===== src/transcoder_pkg.sv =====
package transcoder_pkg;

  // Channel count and serial word lengths
  localparam int unsigned NCH        = 4;
  localparam logic [3:0]  WORD_LONG  = 4'h8;
  localparam logic [3:0]  WORD_SHORT = 4'h4;
  localparam int unsigned WMAX       = 8;

  // Per-channel data path modes, taken from the mode pins
  localparam logic [1:0] MODE_NORMAL = 2'h0;
  localparam logic [1:0] MODE_THRU64 = 2'h1;
  localparam logic [1:0] MODE_LOOP64 = 2'h2;
  localparam logic [1:0] MODE_LOOP32 = 2'h3;

  // Clock rates for reference by benches
  localparam int unsigned CLK_PERIOD_NS  = 40;
  localparam int unsigned LINK_PERIOD_NS = 320;

  // Left-justify a word so the first serial bit sits at the MSB
  function automatic logic [7:0] align_word(input logic [7:0] w, input logic wide);
    align_word = wide ? w : {w[3:0], 4'h0};
  endfunction : align_word

endpackage : transcoder_pkg


===== src/serial_port.sv =====
`timescale 1ns/1ps

module serial_port
  import transcoder_pkg::*;
#(
  parameter bit IS_OUT = 1'b0
) (
  // System
  input  wire logic       clk,
  input  wire logic       rst_n,
  // Framing control
  input  wire logic       sync_mode,
  input  wire logic       wide,
  input  wire logic [7:0] load_word,
  // Link pins
  input  wire logic       sclk_pin,
  input  wire logic       en_pin,
  input  wire logic       din_pin,
  // Results
  output logic [7:0]      word,
  output logic            done,
  output logic            dout,
  output logic            doe
);

  typedef struct packed {
    logic [2:0] ck_s;
    logic [1:0] en_s;
    logic [1:0] d_s;
    logic       en_last;
    logic       busy;
    logic       decide;
    logic       short_f;
    logic [3:0] cnt;
    logic [7:0] sh;
    logic [7:0] word;
    logic       done;
    logic       dout;
    logic       doe;
  } port_t;

  port_t      s_r;
  port_t      s_nxt;
  logic       rise;
  logic       fall;
  logic       en;
  logic [3:0] need;
  logic [7:0] aligned;

  // Edge finding on the synchronised link clock
  assign rise    = s_r.ck_s[1] & ~s_r.ck_s[2];
  assign fall    = ~s_r.ck_s[1] & s_r.ck_s[2];
  assign en      = s_r.en_s[1];
  assign need    = wide ? WORD_LONG : WORD_SHORT;
  assign aligned = align_word(load_word, wide);

  // Frame tracking, shifting and width detection
  always_comb begin
    s_nxt      = s_r;
    s_nxt.done = 1'b0;
    s_nxt.ck_s = {s_r.ck_s[1:0], sclk_pin};
    s_nxt.en_s = {s_r.en_s[0], en_pin};
    s_nxt.d_s  = {s_r.d_s[0], din_pin};
    if (rise) begin
      s_nxt.en_last = en;
      if (en && !s_r.en_last) begin
        // Frame opens; sync mode never waits for a width decision
        s_nxt.busy    = 1'b1;
        s_nxt.decide  = !sync_mode;
        s_nxt.short_f = 1'b0;
        s_nxt.cnt     = 4'h0;
        if (IS_OUT) begin
          s_nxt.sh   = aligned;
          s_nxt.dout = aligned[7];
          s_nxt.doe  = 1'b1;
          s_nxt.cnt  = 4'h1;
        end
      end else if (s_r.busy) begin
        // One-bit enable means short frame, wider means long
        if (s_r.decide) begin
          s_nxt.decide  = 1'b0;
          s_nxt.short_f = !en;
        end
        if (IS_OUT) begin
          if (s_r.decide && !en) begin
            s_nxt.sh   = aligned;
            s_nxt.dout = aligned[7];
            s_nxt.cnt  = 4'h1;
          end else if (s_r.cnt < need) begin
            s_nxt.sh   = {s_r.sh[6:0], 1'b0};
            s_nxt.dout = s_r.sh[6];
            s_nxt.cnt  = s_r.cnt + 4'h1;
          end else begin
            s_nxt.busy = 1'b0;
            s_nxt.doe  = 1'b0;
            s_nxt.dout = 1'b0;
          end
        end
      end
    end
    // Input role samples on the falling link clock edge
    if (!IS_OUT && fall && s_r.busy) begin
      s_nxt.sh  = {s_r.sh[6:0], s_r.d_s[1]};
      s_nxt.cnt = s_r.cnt + 4'h1;
      if (s_nxt.cnt == need + {3'h0, s_r.short_f}) begin
        s_nxt.done = 1'b1;
        s_nxt.busy = 1'b0;
        s_nxt.word = wide ? s_nxt.sh : {4'h0, s_nxt.sh[3:0]};
      end
    end
  end

  // State register
  always_ff @(posedge clk or negedge rst_n) begin
    if (!rst_n) begin
      s_r <= '0;
    end else begin
      s_r <= s_nxt;
    end
  end

  assign word = s_r.word;
  assign done = s_r.done;
  assign dout = s_r.dout;
  assign doe  = s_r.doe;

  AST_DONE_PULSE: assert property (@(posedge clk) disable iff (!rst_n) s_r.done |=> !s_r.done)
    else $error("start pulse longer than one cycle");
  AST_DONE_COUNT: assert property (@(posedge clk) disable iff (!rst_n)
    s_r.done |-> s_r.cnt == need + {3'h0, s_r.short_f})
    else $error("word completed with wrong bit count");
  AST_LONG_LOAD: assert property (@(posedge clk) disable iff (!rst_n)
    (IS_OUT && rise && en && !s_r.en_last) |=> (s_r.doe && s_r.dout == $past(aligned[7])))
    else $error("result not loaded at enable rise");
  AST_SHORT_LOAD: assert property (@(posedge clk) disable iff (!rst_n)
    (IS_OUT && rise && s_r.busy && s_r.decide && !en) |=> (s_r.short_f && s_r.cnt == 4'h1))
    else $error("short frame reload missing");
  AST_WIDTH_LONG: assert property (@(posedge clk) disable iff (!rst_n)
    (rise && s_r.busy && s_r.decide && en) |=> !s_r.short_f)
    else $error("wide enable taken as short frame");
  AST_SYNC_LONG: assert property (@(posedge clk) disable iff (!rst_n)
    (sync_mode && rise && en && !s_r.en_last) |=> !s_r.decide)
    else $error("sync mode waited for width decision");

endmodule : serial_port


===== src/adpcm_serial_data_delay_path.sv =====
`timescale 1ns/1ps

// Summary of operation
// - Normal decoding returns each result two sample periods after input.
// - Pass-through forwards the 8-bit word unchanged, no coding calculation.
// - Pass-through and 64k loop-back outputs lag inputs by two sample periods.
// - 64k loop-back sends encoder input out through the decoder output.
// - 32k loop-back sends decoder input out through the encoder output.
// - 32k loop-back output lags its input by two sample periods.
// - A start pulse fires as soon as the last input bit arrives.
// - The start pulse captures the deserialised word as the next operand.
// - Long frame loads the result at the output enable rise.
// - Short frame loads the result one output clock after enable rise.
// - Enable one bit wide selects short frame, wider selects long frame.
// - Bypass modes still update the result on the start pulse.
// - Words are 8 bits at 64 kbps and 4 bits at 32 kbps.
// - Sync mode transfers bits right after enable rise, any width.
module adpcm_serial_data_delay_path
  import transcoder_pkg::*;
(
  // System
  input  wire logic                     clk,
  input  wire logic                     rst_n,
  // Mode pins
  input  wire logic                     sync_mode,
  input  wire logic [NCH-1:0][1:0]      chan_mode,
  // Encoder input link
  input  wire logic [NCH/2-1:0]         enc_in_clk,
  input  wire logic [NCH-1:0]           enc_in_en,
  input  wire logic [NCH-1:0]           enc_in_data,
  // Decoder input link
  input  wire logic [NCH/2-1:0]         dec_in_clk,
  input  wire logic [NCH-1:0]           dec_in_en,
  input  wire logic [NCH-1:0]           dec_in_data,
  // Encoder output link
  input  wire logic [NCH/2-1:0]         enc_out_clk,
  input  wire logic [NCH-1:0]           enc_out_en,
  output logic      [NCH-1:0]           enc_out_data,
  output logic      [NCH-1:0]           enc_out_data_oe,
  // Decoder output link
  input  wire logic [NCH/2-1:0]         dec_out_clk,
  input  wire logic [NCH-1:0]           dec_out_en,
  output logic      [NCH-1:0]           dec_out_data,
  output logic      [NCH-1:0]           dec_out_data_oe
);

  typedef struct packed {
    logic                    sync_s1;
    logic                    sync_s2;
    logic [NCH-1:0][1:0]     mode_s1;
    logic [NCH-1:0][1:0]     mode_s2;
    logic [NCH-1:0][7:0]     enc_op;
    logic [NCH-1:0][7:0]     dec_op;
    logic [NCH-1:0][7:0]     enc_res;
    logic [NCH-1:0][7:0]     dec_res;
  } path_t;

  path_t               s_r;
  path_t               s_nxt;
  logic [NCH-1:0][7:0] enc_word;
  logic [NCH-1:0][7:0] dec_word;
  logic [NCH-1:0]      enc_done;
  logic [NCH-1:0]      dec_done;

  // Stand-in coder: compress 8-bit PCM to a 4-bit code
  function automatic logic [7:0] enc_calc(input logic [7:0] pcm);
    enc_calc = {4'h0, pcm[7:4]};
  endfunction : enc_calc

  // Stand-in decoder: expand a 4-bit code to 8-bit PCM
  function automatic logic [7:0] dec_calc(input logic [7:0] code);
    dec_calc = {code[3:0], 4'h0};
  endfunction : dec_calc

  // Word length per input port; pass-through and 64k loop-back widen the 32 kbps sides to 8 bits
  function automatic logic is_wide(input logic [1:0] m, input logic fixed8);
    is_wide = fixed8 || (m == MODE_THRU64) || (m == MODE_LOOP64);
  endfunction : is_wide

  // Operand capture and result update, one channel at a time
  always_comb begin
    s_nxt         = s_r;
    s_nxt.sync_s1 = sync_mode;
    s_nxt.sync_s2 = s_r.sync_s1;
    s_nxt.mode_s1 = chan_mode;
    s_nxt.mode_s2 = s_r.mode_s1;
    for (int c = 0; c < NCH; c++) begin
      // Encoder-side start pulse: result from the previous operand
      if (enc_done[c]) begin
        s_nxt.enc_op[c] = enc_word[c];
        if (s_r.mode_s2[c] == MODE_NORMAL) begin
          s_nxt.enc_res[c] = enc_calc(s_r.enc_op[c]);
        end else if (s_r.mode_s2[c] == MODE_THRU64) begin
          s_nxt.enc_res[c] = s_r.enc_op[c];
        end else if (s_r.mode_s2[c] == MODE_LOOP64) begin
          s_nxt.dec_res[c] = s_r.enc_op[c];
        end
      end
      // Decoder-side start pulse
      if (dec_done[c]) begin
        s_nxt.dec_op[c] = dec_word[c];
        if (s_r.mode_s2[c] == MODE_NORMAL) begin
          s_nxt.dec_res[c] = dec_calc(s_r.dec_op[c]);
        end else if (s_r.mode_s2[c] == MODE_THRU64) begin
          s_nxt.dec_res[c] = s_r.dec_op[c];
        end else if (s_r.mode_s2[c] == MODE_LOOP32) begin
          s_nxt.enc_res[c] = {4'h0, s_r.dec_op[c][3:0]};
        end
      end
    end
  end

  // State register
  always_ff @(posedge clk or negedge rst_n) begin
    if (!rst_n) begin
      s_r <= '0;
    end else begin
      s_r <= s_nxt;
    end
  end

  // Four independent ports per channel, clocks shared by channel pairs
  for (genvar c = 0; c < NCH; c++) begin : g_ch
    serial_port #(.IS_OUT(1'b0)) u_enc_in (
      .clk       (clk),
      .rst_n     (rst_n),
      .sync_mode (s_r.sync_s2),
      .wide      (is_wide(s_r.mode_s2[c], 1'b1)),
      .load_word (8'h00),
      .sclk_pin  (enc_in_clk[c/2]),
      .en_pin    (enc_in_en[c]),
      .din_pin   (enc_in_data[c]),
      .word      (enc_word[c]),
      .done      (enc_done[c]),
      .dout      (),
      .doe       ()
    );
    serial_port #(.IS_OUT(1'b0)) u_dec_in (
      .clk       (clk),
      .rst_n     (rst_n),
      .sync_mode (s_r.sync_s2),
      .wide      (is_wide(s_r.mode_s2[c], 1'b0)),
      .load_word (8'h00),
      .sclk_pin  (dec_in_clk[c/2]),
      .en_pin    (dec_in_en[c]),
      .din_pin   (dec_in_data[c]),
      .word      (dec_word[c]),
      .done      (dec_done[c]),
      .dout      (),
      .doe       ()
    );
    serial_port #(.IS_OUT(1'b1)) u_enc_out (
      .clk       (clk),
      .rst_n     (rst_n),
      .sync_mode (s_r.sync_s2),
      .wide      (s_r.mode_s2[c] == MODE_THRU64),
      .load_word (s_r.enc_res[c]),
      .sclk_pin  (enc_out_clk[c/2]),
      .en_pin    (enc_out_en[c]),
      .din_pin   (1'b0),
      .word      (),
      .done      (),
      .dout      (enc_out_data[c]),
      .doe       (enc_out_data_oe[c])
    );
    serial_port #(.IS_OUT(1'b1)) u_dec_out (
      .clk       (clk),
      .rst_n     (rst_n),
      .sync_mode (s_r.sync_s2),
      .wide      (1'b1),
      .load_word (s_r.dec_res[c]),
      .sclk_pin  (dec_out_clk[c/2]),
      .en_pin    (dec_out_en[c]),
      .din_pin   (1'b0),
      .word      (),
      .done      (),
      .dout      (dec_out_data[c]),
      .doe       (dec_out_data_oe[c])
    );

    AST_OPERAND_LATCH: assert property (@(posedge clk) disable iff (!rst_n)
      enc_done[c] |=> s_r.enc_op[c] == $past(enc_word[c]))
      else $error("operand not captured on start pulse");
    AST_THRU_COPY: assert property (@(posedge clk) disable iff (!rst_n)
      (enc_done[c] && s_r.mode_s2[c] == MODE_THRU64) |=> s_r.enc_res[c] == $past(s_r.enc_op[c]))
      else $error("pass-through altered the word");
    AST_LOOP64: assert property (@(posedge clk) disable iff (!rst_n)
      (enc_done[c] && s_r.mode_s2[c] == MODE_LOOP64) |=> s_r.dec_res[c] == $past(s_r.enc_op[c]))
      else $error("64k loop-back did not reach decoder output");
    AST_LOOP32: assert property (@(posedge clk) disable iff (!rst_n)
      (dec_done[c] && s_r.mode_s2[c] == MODE_LOOP32) |=> s_r.enc_res[c][3:0] == $past(s_r.dec_op[c][3:0]))
      else $error("32k loop-back did not reach encoder output");

    // Operands and results move only on start pulses
    AST_OPERAND_DEC: assert property (@(posedge clk) disable iff (!rst_n)
      dec_done[c] |=> s_r.dec_op[c] == $past(dec_word[c]))
      else $error("decoder operand not captured on start pulse");
    AST_OPERAND_HOLD: assert property (@(posedge clk) disable iff (!rst_n)
      (!enc_done[c] && !dec_done[c]) |=> ($stable(s_r.enc_op[c]) && $stable(s_r.dec_op[c])))
      else $error("operand changed without a start pulse");
    AST_RESULT_HOLD: assert property (@(posedge clk) disable iff (!rst_n)
      (!enc_done[c] && !dec_done[c]) |=> ($stable(s_r.enc_res[c]) && $stable(s_r.dec_res[c])))
      else $error("result changed without a start pulse");
    // Result contents per mode
    AST_NORMAL_ENC: assert property (@(posedge clk) disable iff (!rst_n)
      (enc_done[c] && s_r.mode_s2[c] == MODE_NORMAL) |=> s_r.enc_res[c] == {4'h0, $past(s_r.enc_op[c][7:4])})
      else $error("encoder result not taken from previous operand");
    AST_NORMAL_DEC: assert property (@(posedge clk) disable iff (!rst_n)
      (dec_done[c] && s_r.mode_s2[c] == MODE_NORMAL) |=> s_r.dec_res[c] == {$past(s_r.dec_op[c][3:0]), 4'h0})
      else $error("decoder result not taken from previous operand");
    AST_THRU_DEC: assert property (@(posedge clk) disable iff (!rst_n)
      (dec_done[c] && s_r.mode_s2[c] == MODE_THRU64) |=> s_r.dec_res[c] == $past(s_r.dec_op[c]))
      else $error("decoder pass-through altered the word");
    AST_LOOP32_NIBBLE: assert property (@(posedge clk) disable iff (!rst_n)
      (dec_done[c] && s_r.mode_s2[c] == MODE_LOOP32) |=> s_r.enc_res[c][7:4] == 4'h0)
      else $error("32k loop-back result has stray high bits");
    AST_LOOP64_DEC_IDLE: assert property (@(posedge clk) disable iff (!rst_n)
      (dec_done[c] && !enc_done[c] && s_r.mode_s2[c] == MODE_LOOP64) |=> $stable(s_r.dec_res[c]))
      else $error("decoder input disturbed 64k loop-back result");
  end

endmodule : adpcm_serial_data_delay_path


===== config.mk =====
export PLATFORM = sky130hd
export DESIGN_NAME = adpcm_serial_data_delay_path
export DESIGN_NICKNAME = d
export VERILOG_FILES = /design/src/transcoder_pkg.sv /design/src/serial_port.sv /design/src/adpcm_serial_data_delay_path.sv
export SDC_FILE = /design/constraint.sdc
export NUM_CORES = 1
export LEC_CHECK = 0
export BUFFER_PORTS_ARGS = -buffer_cell sky130_fd_sc_hd__buf_2
export CAP_MARGIN = 0
export CORE_UTILIZATION = 40
export DETAILED_ROUTE_END_ITERATION = 7
export PLACE_DENSITY = 0.56
export SLEW_MARGIN = 10
export SYNTH_ARGS = -nofsm -noshare
export SYNTH_HDL_FRONTEND = slang
export SYNTH_HIERARCHICAL = 1
export SYNTH_SLANG_ARGS = --single-unit

===== constraint.sdc =====
create_clock -name clk -period 3.5 [get_ports clk]
set_input_delay 0.35 -clock clk [delete_from_list [all_inputs] [get_ports clk]]
set_output_delay 0.35 -clock clk [all_outputs]
set_load 0.02 [all_outputs]

# Yosys cells after proc, flatten, opt, wreduce, memory -nomap -nowiden
# Index checks and enable logic that the tools add are counted.
[word_totals]
out_inout_bits = 16
regBits = 570
[op_classes]
bitwise = 48
n_eq_ne = 36
addsub = 24
reduce_logical = 177
mux = 256
n_lt_le_gt_ge = 8
[ops]
columns = ["operator", "n"]
rows = [
  ["8-bit 2-to-1 mux", 64],
  ["15-bit 2-to-1 mux", 16],
  ["12-bit 2-to-1 mux", 16],
  ["21-bit 2-to-1 mux", 8],
  ["1-bit 2-to-1 mux", 88],
  ["2-bit nonzero test", 40],
  ["9-bit 2-to-1 mux", 8],
  ["4-bit by 1-bit adder with 4-bit output, second input constant", 16],
  ["2-bit 2-to-1 mux", 32],
  ["4-bit 2-to-1 mux", 16],
  ["2-bit AND reduction", 32],
  ["7-bit 2-to-1 mux", 8],
  ["3-bit AND reduction", 16],
  ["1-bit logical NOT", 33],
  ["4-bit == test", 8],
  ["1-bit logical AND", 32],
  ["2-bit by 1-bit != test with 1-bit output, second input constant", 16],
  ["4-bit AND reduction", 8],
  ["1-bit bitwise AND", 24],
  ["1-bit inverter", 24],
  ["3-bit nonzero test", 8],
  ["4-bit by 1-bit adder with 4-bit output", 4],
  ["4-bit by 1-bit adder with 4-bit output, first input constant", 4],
  ["2-bit == test, second input constant", 8],
  ["5 further kinds", 20],
]

# Logic depth before layout (Yosys ltp)
# Gate-level depths: netlist (run 1).
[logic_depth]
word_depth = 8
mapped_depth = 10
ltp_nobuf = 8

# By module
# The synthesis (run 1) kept the hierarchy.
[modules_own_cells]
columns = ["module", "cells_each", "n_inst", "area_per_inst_um2"]
rows = [
  ["serial_port (g_ch[0].u_dec_out ...)", 112, 8, 1184.9],
  ["adpcm_serial_data_delay_path", 602, 1, 6902.9],
  ["serial_port (g_ch[2].u_dec_in ...)", 107, 4, 1330.0],
  ["serial_port (g_ch[0].u_dec_in ...)", 118, 2, 1293.7],
  ["serial_port (g_ch[1].u_enc_in)", 121, 1, 1342.5],
  ["serial_port (g_ch[0].u_enc_in)", 115, 1, 1308.8],
]

# Worst setup path before layout (run 1)
# OpenSTA, ideal clock, no wires.
[synth_timing]
kind = "reg2reg"
startpoint = "reg s_r[129] (netlist name)"
endpoint = "reg g_ch[0].u_enc_out/s_r[12] (netlist name)"
path_buffers = 2
path_stages_with_launch = 11
t_arrival_ns = 2.046
required_ns = 3.375
synth_period_minus_slack_ns = 2.172
setup_slack_ns = 1.328
setup_time_ns = 0.125
path_cell_list = "dfrtp_1 > inv_1 > ha_1 > buf_6 > inv_1 > ha_1 > o21a_1 > nor2_4 > o21bai_1 > buf_6 > mux2_4"
[synth_lines]
columns = ["element", "line_no", "text"]
rows = [
  ["to (signal assigned)", "serial_port.sv:118", "s_r <= s_nxt;"],
  ["to (decl)", "serial_port.sv:42", "port_t s_r;"],
]

==> results.json, run 1 <==
{
  "use_met3_pct": 2.091,
  "final_core_util_pct": 45.55,
  "layout_commonest_cell": "dfrtp_1",
  "critical_path_class": "flop to flop",
  "cts_buffer_depth": 3,
  "end_kind": "flop",
  "std_cell_rows": 93,
  "met1_usage_pct": 21.60,
  "irDropWorstVdd_uv": 389.3,
  "hold_viol_final": 0,
  "setup_viol_count_final": 0,
  "areaGrowthSynthToFinish_pct": 12.21,
  "clkLatencyLatePin_ns": 0.62,
  "arrival_ns": 2.90,
  "hold_class": "input pin to async pin",
  "crit_path_start_kind": "flop",
  "nets": 2442,
  "final_cell_mix": "562 x dfrtp_1, 281 x nand2_1, 116 x nand3_1, 106 x mux2_2, 103 x o21ai_0",
  "comb_power_share_pct": 20.2,
  "num_antenna_cells": 0,
  "vias": 16610,
  "cts_sinks": 562,
  "wirelength_mm": 50.05,
  "met2_usage_pct": 24.75,
  "clock_skew_ns": 0.02409,
  "place_inst": 3106,
  "required_ns": 4.00,
  "internal-power_mw": 14.18,
  "r2r_slack_ns": 1.11,
  "grt_max_degree": 87,
  "first_global_vias": 16890,
  "grt-busiest-layer": "met2",
  "drv_slew": 0,
  "core_um2": 64580,
  "hold_buffers": 42,
  "netlist_instances": 2293,
  "cts-root-buf": "clkbuf_16",
  "fp.dieArea_um2": 66570,
  "start_util_pct": 40.59,
  "rr_startpoint": "s_r[133]",
  "p_sw_mw": 5.868,
  "p_sw_share_pct": 29.27,
  "post-place-ws_ns": 1.126,
  "hold_slack_ns": 0.3306,
  "maxSlewHeadroom_pct": 48.00,
  "clock.fmax_ghz": 0.4175,
  "crit_path_max_fanout": 6,
  "post_cts_buffers": 0,
  "clk_pin_slew_ns": 0.06,
  "layout_worst_path_cycle_share_pct": 68.43,
  "cts_tree": "yes",
  "dp_hpwl_mm": 33.81,
  "grtUsageTotal_pct": 15.41,
  "p_per_area_nw_per_um2": 681.5,
  "cp-startpoint": "s_r[133]",
  "ant_nets": 0,
  "routabilityCongestion": 0.7987,
  "die_x_um": 258.0,
  "tightest_slew_ns": 0.7695,
  "drt_iter0_markers": 885,
  "worst_slack_ns": 1.105,
  "post_cts_resized": 0,
  "yosysWarnings": 6,
  "cts_made_buffers": 60,
  "portBuffers": 58,
  "p_clk_share_pct": 33.4,
  "drc": 0,
  "final_cells": 3258,
  "synth_area_um2": 26220,
  "status": "finished clean",
  "chipHeight_um": 258.0,
  "power_frac_seq_pct": 46.4,
  "h-tree-depth": 2,
  "grt_pass1_wl_mm": 86.08,
  "avgSynthCellArea_um2": 11.43,
  "leakagePower_nw": 13.61,
  "fin_setup_tns_ns": 0,
  "viasPerCell": 5.098,
  "firstDrtPassIters": 5,
  "routedWlPerCell_um": 15.36,
  "rsz0062_at_grt": "no",
  "grt_overflow": 0,
  "grt_antenna_before_repair": 1,
  "io_pins": 59,
  "layout-drive-gt1-share_pct": 18.39,
  "fin_crit_ns": 2.395,
  "cap_violations": 0
}
## state kept, by name, summed over array words and instances (netlist names), 9 cells and up
name / cells
s_r: 137
g_ch.u_dec_in/s_r: 68
g_ch.u_enc_in/s_r: 68
g_ch.u_dec_out/s_r: 60
g_ch.u_enc_out/s_r: 60
g_ch.u_dec_in/word: 32
g_ch.u_enc_in/word: 32
g_ch.u_dec_in/s_nxt: 16
g_ch.u_enc_in/s_nxt: 16
g_ch.u_dec_out/s_nxt: 12
g_ch.u_enc_out/s_nxt: 12
s_nxt: 9
## through the flow
step | power (mW) | instance area [um^2]
after floorplan | 12.62 | 26310
after global placement | 13.28 | 26880
after detailed placement | 13.46 | 26880
after CTS | 20.35 | 29420
after global routing | 21.27 | 29420
final | 20.05 | 29420
## power groups by stage
stage	combinational (mW)	sequential [mW]	clock (mW)
3_3_place_gp	3.91	9.37	0
2_1_floorplan	3.54	9.08	0
6_report	4.05	9.30	6.69
5_1_grt	4.55	9.54	7.18
3_5_place_dp	4.05	9.41	0
4_1_cts	4.10	9.31	6.93
## final timing paths
path | cells past startpoint | to
worst max-delay path | 9 | g_ch[2].u_enc_out/s_r[15]
worst max register to register | 9 | g_ch[2].u_enc_out/s_r[15]
max in group asynchronous | 4 | s_nxt[130]
worst min-delay path | 2 | g_ch[2].u_dec_out/dout
min in group clk | 0 | g_ch[0].u_enc_in/s_nxt[33]
worst min register to register | 0 | g_ch[0].u_enc_in/s_nxt[33]
## per-layer routing
| metal | vias up | share of wire [%] |
|---|---|---|
| li1 | 8111 | - |
| met1 | 8217 | 48 |
| met2 | 212 | 46 |
| met3 | 69 | 3.1 |
| met4 | 0 | 2.3 |
| met5 | - | 0 |
## final cells by class
cell class	count	area (um^2)
multi-input cells	1508	10770
inverters	89	341.6
fillers	5919	35160
flip-flops and latches	562	14060
repair buffers	134	1051
clock inverters	25	341.6
well taps	855	1070
clock buffers	85	1777
## worst max-delay path, cell delays in order (launching register included)
cell      delay (ns)
dfrtp_1         0.40
inv_1           0.11
ha_1            0.18
inv_1           0.05
ha_1            0.28
o21a_1          0.18
nor2_4          0.06
o21bai_1        0.45
buf_4           0.27
mux2_4          0.31
Note: power is estimated with default switching activity, not from simulation.
==> run 2: changes to the inputs <==
Settings changed: PLACE_DENSITY 0.56 to 0.58.
Clock period 3.5 ns to 2.1 ns, I/O delays scaled along.
==> results.json, run 2 (same netlist as run 1, synthesis figures left out) <==
{
  "status": "finished clean",
  "first_global_vias": 17160,
  "portBuffers": 58,
  "viasPerCell": 5.060,
  "top_layer": "met4",
  "hold_slack_ns": 0.1005,
  "layout-drive-gt1-share_pct": 22.04,
  "fin_setup_tns_ns": 0,
  "rr_startpoint": "g_ch[0].u_enc_in/s_r[20]",
  "grt_overflow": 0,
  "critical_path_class": "flop to flop",
  "ant_nets": 0,
  "clock_skew_ns": 0.01473,
  "maxSlewHeadroom_pct": 53.95,
  "p_per_area_nw_per_um2": 1132,
  "cts-root-buf": "clkbuf_16",
  "cp-startpoint": "g_ch[0].u_enc_in/s_r[20]",
  "nets": 2525,
  "place_inst": 3184,
  "r2r_cells": 7,
  "grtUsageTotal_pct": 15.70,
  "std_cell_rows": 93,
  "clkLatencyLatePin_ns": 0.61,
  "required_ns": 2.59,
  "clk_pin_slew_ns": 0.06,
  "firstDrtPassIters": 5,
  "r2r_slack_ns": 0.03,
  "dp_hpwl_mm": 35.46,
  "wl_met1_mm": 24.67,
  "nFillCells": 5836,
  "h-tree-depth": 2,
  "cap_violations": 0,
  "routed-wl-met3_mm": 1.670,
  "wirelength_mm": 51.54,
  "r2r-end": "g_ch[0].u_enc_in/word[1]",
  "route.met2.wl_mm": 24.01,
  "drt_iter0_markers": 979,
  "clock.fmax_ghz": 0.4821,
  "grt_antenna_before_repair": 0,
  "setup_viol_count_final": 0,
  "rsz0062_at_grt": "yes",
  "core_um2": 64580,
  "post-place-ws_ns": -0.07387,
  "hold_class": "input pin to async pin",
  "grt_max_degree": 71,
  "leakagePower_nw": 14.08,
  "cts_buffer_depth": 3,
  "num_antenna_cells": 0,
  "fin_crit_ns": 2.074,
  "chipHeight_um": 258.0,
  "layout_worst_path_cycle_share_pct": 98.77,
  "largest_registers": "s_r x137, g_ch.u_dec_in/s_r x68, g_ch.u_enc_in/s_r x68",
  "routedWlPerCell_um": 15.43,
  "drc": 0,
  "layout_commonest_cell": "dfrtp_1",
  "final_cell_mix": "559 x dfrtp_1, 281 x nand2_1, 116 x nand3_1, 103 x o21ai_0, 103 x mux2_2",
  "areaGrowthSynthToFinish_pct": 15.74,
  "start_util_pct": 40.59,
  "die_x_um": 258.0,
  "vias": 16910,
  "io_pins": 59,
  "end_kind": "flop",
  "grt_pass1_wl_mm": 87.53,
  "irDropWorstVdd_uv": 542.1,
  "cts_tree": "yes",
  "crit_path_max_fanout": 5,
  "final_cells": 3341,
  "crit_end": "g_ch[0].u_enc_in/word[1]",
  "drv_slew": 0,
  "arrival_ns": 2.57,
  "worst_slack_ns": 0.02585,
  "regMostFlops": "s_r",
  "largest_reg_flops": 137,
  "hold_viol_final": 0,
  "cts_sinks": 562,
  "fp.dieArea_um2": 66570,
  "crit_path_start_kind": "flop",
  "tightest_slew_ns": 0.6894,
  "cts_made_buffers": 60,
  "routabilityCongestion": 0.8203
}
[run 2: cell count changes in the layout (fill, tap and decap cells not counted), moves of 4 or more]
cell       change
buf_4         +73
buf_12         +5
ha_1           -5
ha_4           +5
buf_6          +4
bufinv_16      +4
clkbuf_1       -4
[run 2: how the worst min path moves through the flow]
| stage | start | to | slack, ns | depth (start not counted) |
|---|---|---|---|---|
| 2_1_floorplan | rst_n | g_ch[0].u_dec_in/done | -0.09 | 0 |
| 3_3_place_gp | rst_n | g_ch[2].u_dec_out/dout | 0.16 | 1 |
| 3_5_place_dp | rst_n | g_ch[2].u_dec_out/dout | 0.16 | 1 |
| 4_1_cts | rst_n | g_ch[2].u_dec_out/dout | 0.11 | 2 |
| 5_1_grt | rst_n | g_ch[2].u_dec_out/dout | 0.13 | 2 |
| 6_report | rst_n | g_ch[2].u_dec_out/dout | 0.10 | 2 |
[run 2: power by group]
part / switching (mW) / total, mW / internal, mW / leakage [nW]
clock network: 4.37 / 11.6 / 7.25 / 1.08
registers: 2.18 / 15.5 / 13.4 / 7.07
logic: 3.46 / 7.19 / 3.73 / 5.93
total: 10.0 / 34.4 / 24.3 / 14.1
[run 2: worst max-delay path: stages (launching register included)]
cell	delay [ns]
dfrtp_1	0.42
ha_4	0.19
nor4b_4	0.27
a311oi_2	0.07
or4_1	0.50
buf_6	0.16
inv_8	0.06
mux2_4	0.29
[run 2: final cells by class]
class | instances | area, um^2 | share of cell area [%]
repair buffers | 217 | 1752 | 5.773
well taps | 855 | 1070 | 3.526
clock inverters | 31 | 475.5 | 1.567
clock buffers | 79 | 1734 | 5.715
flip-flops and latches | 562 | 14070 | 46.36
multi-input cells | 1508 | 10900 | 35.93
inverters | 89 | 341.6 | 1.126
[run 2: routing by layer]
metal,up-vias,track usage (%)
met5,-,0
met4,0,4.586
met3,75,2.640
met2,221,25.02
met1,8356,21.95
li1,8253,-
[run 2: per-stage QoR]
step | power, mW | instance area [um^2] | util [%]
4_1_cts | 34.74 | 30250 | 46.84
5_1_grt | 36.38 | 30340 | 46.98
6_report | 34.35 | 30340 | 46.98
2_1_floorplan | 21.06 | 26370 | -
3_5_place_dp | 22.80 | 27590 | 42.72
3_3_place_gp | 22.44 | 27590 | 42.72
[run 2: what timing repair did]
item | 4_1_cts | 5_1_grt
gates cloned | 0 | 2
hold endpoints to repair | 338 | 0
resized for setup | 4 | 20
pin swaps | 1 | 6
hold buffers | 42 | 0
setup endpoints to repair | 8 | 50
buffers inserted | 0 | 3
==> run 3: changes to the inputs <==
Settings changed: BUFFER_PORTS_ARGS -buffer_cell sky130_fd_sc_hd__buf_2 to -buffer_cell sky130_fd_sc_hd__buf_4.
==> results.json, run 3 (same netlist as run 1, synthesis figures left out) <==
{
  "status": "finished clean",
  "critical_path_class": "flop to flop",
  "arrival_ns": 2.56,
  "grt_max_degree": 74,
  "ant_nets": 0,
  "cp_slowest_cell": "or4_1",
  "grt-busiest-layer": "met2",
  "firstDrtPassIters": 5,
  "clock_skew_ns": 0.009775,
  "grtUsageTotal_pct": 15.73,
  "p_per_area_nw_per_um2": 1134,
  "crit_path_start_kind": "flop",
  "areaGrowthSynthToFinish_pct": 16.05,
  "first_global_vias": 17360,
  "chipHeight_um": 258.0,
  "cts_tree": "yes",
  "path_buf_inv": 2,
  "post-place-ws_ns": -0.01592,
  "cts_buffer_depth": 3,
  "cts_made_buffers": 60,
  "final_cells": 3332,
  "layout-drive-gt1-share_pct": 21.84,
  "clock.fmax_ghz": 0.4825,
  "fin_crit_ns": 2.073,
  "required_ns": 2.59,
  "power.total_mw": 34.50,
  "largest_reg_flops": 137,
  "portBuffers": 58,
  "hold_class": "input pin to async pin",
  "io_pins": 59,
  "worst_slack_ns": 0.02725,
  "h-tree-depth": 2,
  "cap_violations": 0,
  "drv_slew": 0,
  "wirelength_mm": 51.58,
  "drt_iter0_markers": 979,
  "use_met3_pct": 2.581,
  "met1_usage_pct": 21.76,
  "hold_viol_final": 0,
  "setup_viol_count_final": 0,
  "path_cells": "ha_4, nor4b_4, a311oi_2, or4_1, buf_6, inv_8, mux2_4",
  "num_antenna_cells": 0,
  "regMostFlops": "s_r",
  "r2r_slack_ns": 0.03,
  "cts-root-buf": "clkbuf_16",
  "place_inst": 3174,
  "crit_path_max_fanout": 6,
  "clkLatencyLatePin_ns": 0.61,
  "grt_pass1_wl_mm": 87.89,
  "end_kind": "flop",
  "maxSlewHeadroom_pct": 58.93,
  "std_cell_rows": 93,
  "largest_registers": "s_r x137, g_ch.u_dec_in/s_r x68, g_ch.u_enc_in/s_r x68",
  "layout_commonest_cell": "dfrtp_1",
  "cts_sinks": 562,
  "dp_hpwl_mm": 35.57,
  "met2_usage_pct": 25.25,
  "viasPerCell": 5.073,
  "start_util_pct": 40.59,
  "fp.dieArea_um2": 66570,
  "leakagePower_nw": 14.05,
  "grt_antenna_before_repair": 0,
  "max_stage_delay_ns": 0.50,
  "clk_pin_slew_ns": 0.06,
  "die_x_um": 258.0,
  "routabilityCongestion": 0.8520,
  "grt_overflow": 0,
  "layout_worst_path_cycle_share_pct": 98.70,
  "tightest_slew_ns": 0.6148,
  "vias": 16900,
  "crit_family": "simple AND/OR/NAND/NOR gates",
  "routedWlPerCell_um": 15.48,
  "core_um2": 64580,
  "nets": 2514,
  "irDropWorstVdd_uv": 662.1,
  "drc": 0,
  "final_cell_mix": "559 x dfrtp_1, 281 x nand2_1, 152 x buf_4, 116 x nand3_1, 106 x mux2_2"
}
-- run 3: cell types whose count changed in the layout (fill, tap and decap cells not counted), moves of 3 or more --
cell and delta:
buf_2 -57, mux2_4 -3, clkbuf_8 -5, mux2_2 +3, buf_6 -3, buf_4 +51
-- run 3: final timing paths --
| kind | to | cells past startpoint | start |
|---|---|---|---|
| min | g_ch[2].u_dec_out/s_r[21] | 2 | rst_n |
| min reg2reg | g_ch[2].u_dec_in/s_r[28] | 0 | g_ch[2].u_dec_in/s_nxt[28] |
| min in group clk | s_nxt[144] | 2 | sync_mode |
| max | g_ch[0].u_enc_in/word[1] | 7 | g_ch[0].u_enc_in/s_r[19] |
| max reg2reg | g_ch[0].u_enc_in/word[1] | 7 | g_ch[0].u_enc_in/s_r[19] |
| max in group asynchronous | s_r[0] | 3 | rst_n |
-- run 3: layout make-up --
type	count	area [um^2]
multi-input combinational	1508	10940
clock inverter	38	551.8
clock buffer	74	1665
inverter	89	341.6
fill	5816	34160
tap	855	1070
timing repair buffer	206	1788
sequential	562	14070
-- run 3: worst reg2reg max path, delay by kind of cell, from the launching register on --
kind	cells	cell delay, ns
multiplexers	1	0.29
AND/OR/NAND/NOR	2	0.77
AO/OA/AOI/OAI	1	0.08
adder cells (fa/ha/maj)	1	0.18
flip-flops	1	0.42
buffers and inverters	2	0.23
-- run 3: what timing repair did --
action                                  in CTS  in global routing
hold buffers                                42                  0
pin swaps                                    1                  8
gates resized for setup                      2                 17
endpoints found under the setup margin       8                 43
endpoints found under the hold margin      490                  0
setup buffers                                0                  4
-- run 3: stage by stage --
stage | hold WS, ns | utilization (%) | setup TNS (ns) | cell area [um^2]
3_5_place_dp | 0.1540 | 42.81 | -0.1005 | 27650
6_report | 0.1137 | 47.11 | 0 | 30420
2_1_floorplan | -0.08559 | - | 0 | 26370
3_3_place_gp | 0.1567 | 42.81 | -0.08034 | 27650
5_1_grt | 0.1313 | 47.11 | -0.07861 | 30420
4_1_cts | 0.09326 | 46.91 | 0 | 30300
-- run 3: power by group --
| part | internal [mW] | switching (mW) | total [mW] |
|---|---|---|---|
| combinational | 3.81 | 3.50 | 7.31 |
| clock | 7.23 | 4.41 | 11.6 |
| sequential | 13.4 | 2.19 | 15.5 |
| total | 24.4 | 10.1 | 34.5 |
-- run 3: layer usage --
| metal | vias up | wire [um] |
|---|---|---|
| met2 | 237 | 24080 |
| li1 | 8243 | - |
| met5 | - | 0 |
| met3 | 87 | 1596 |
| met1 | 8336 | 24640 |
| met4 | 0 | 1268 |
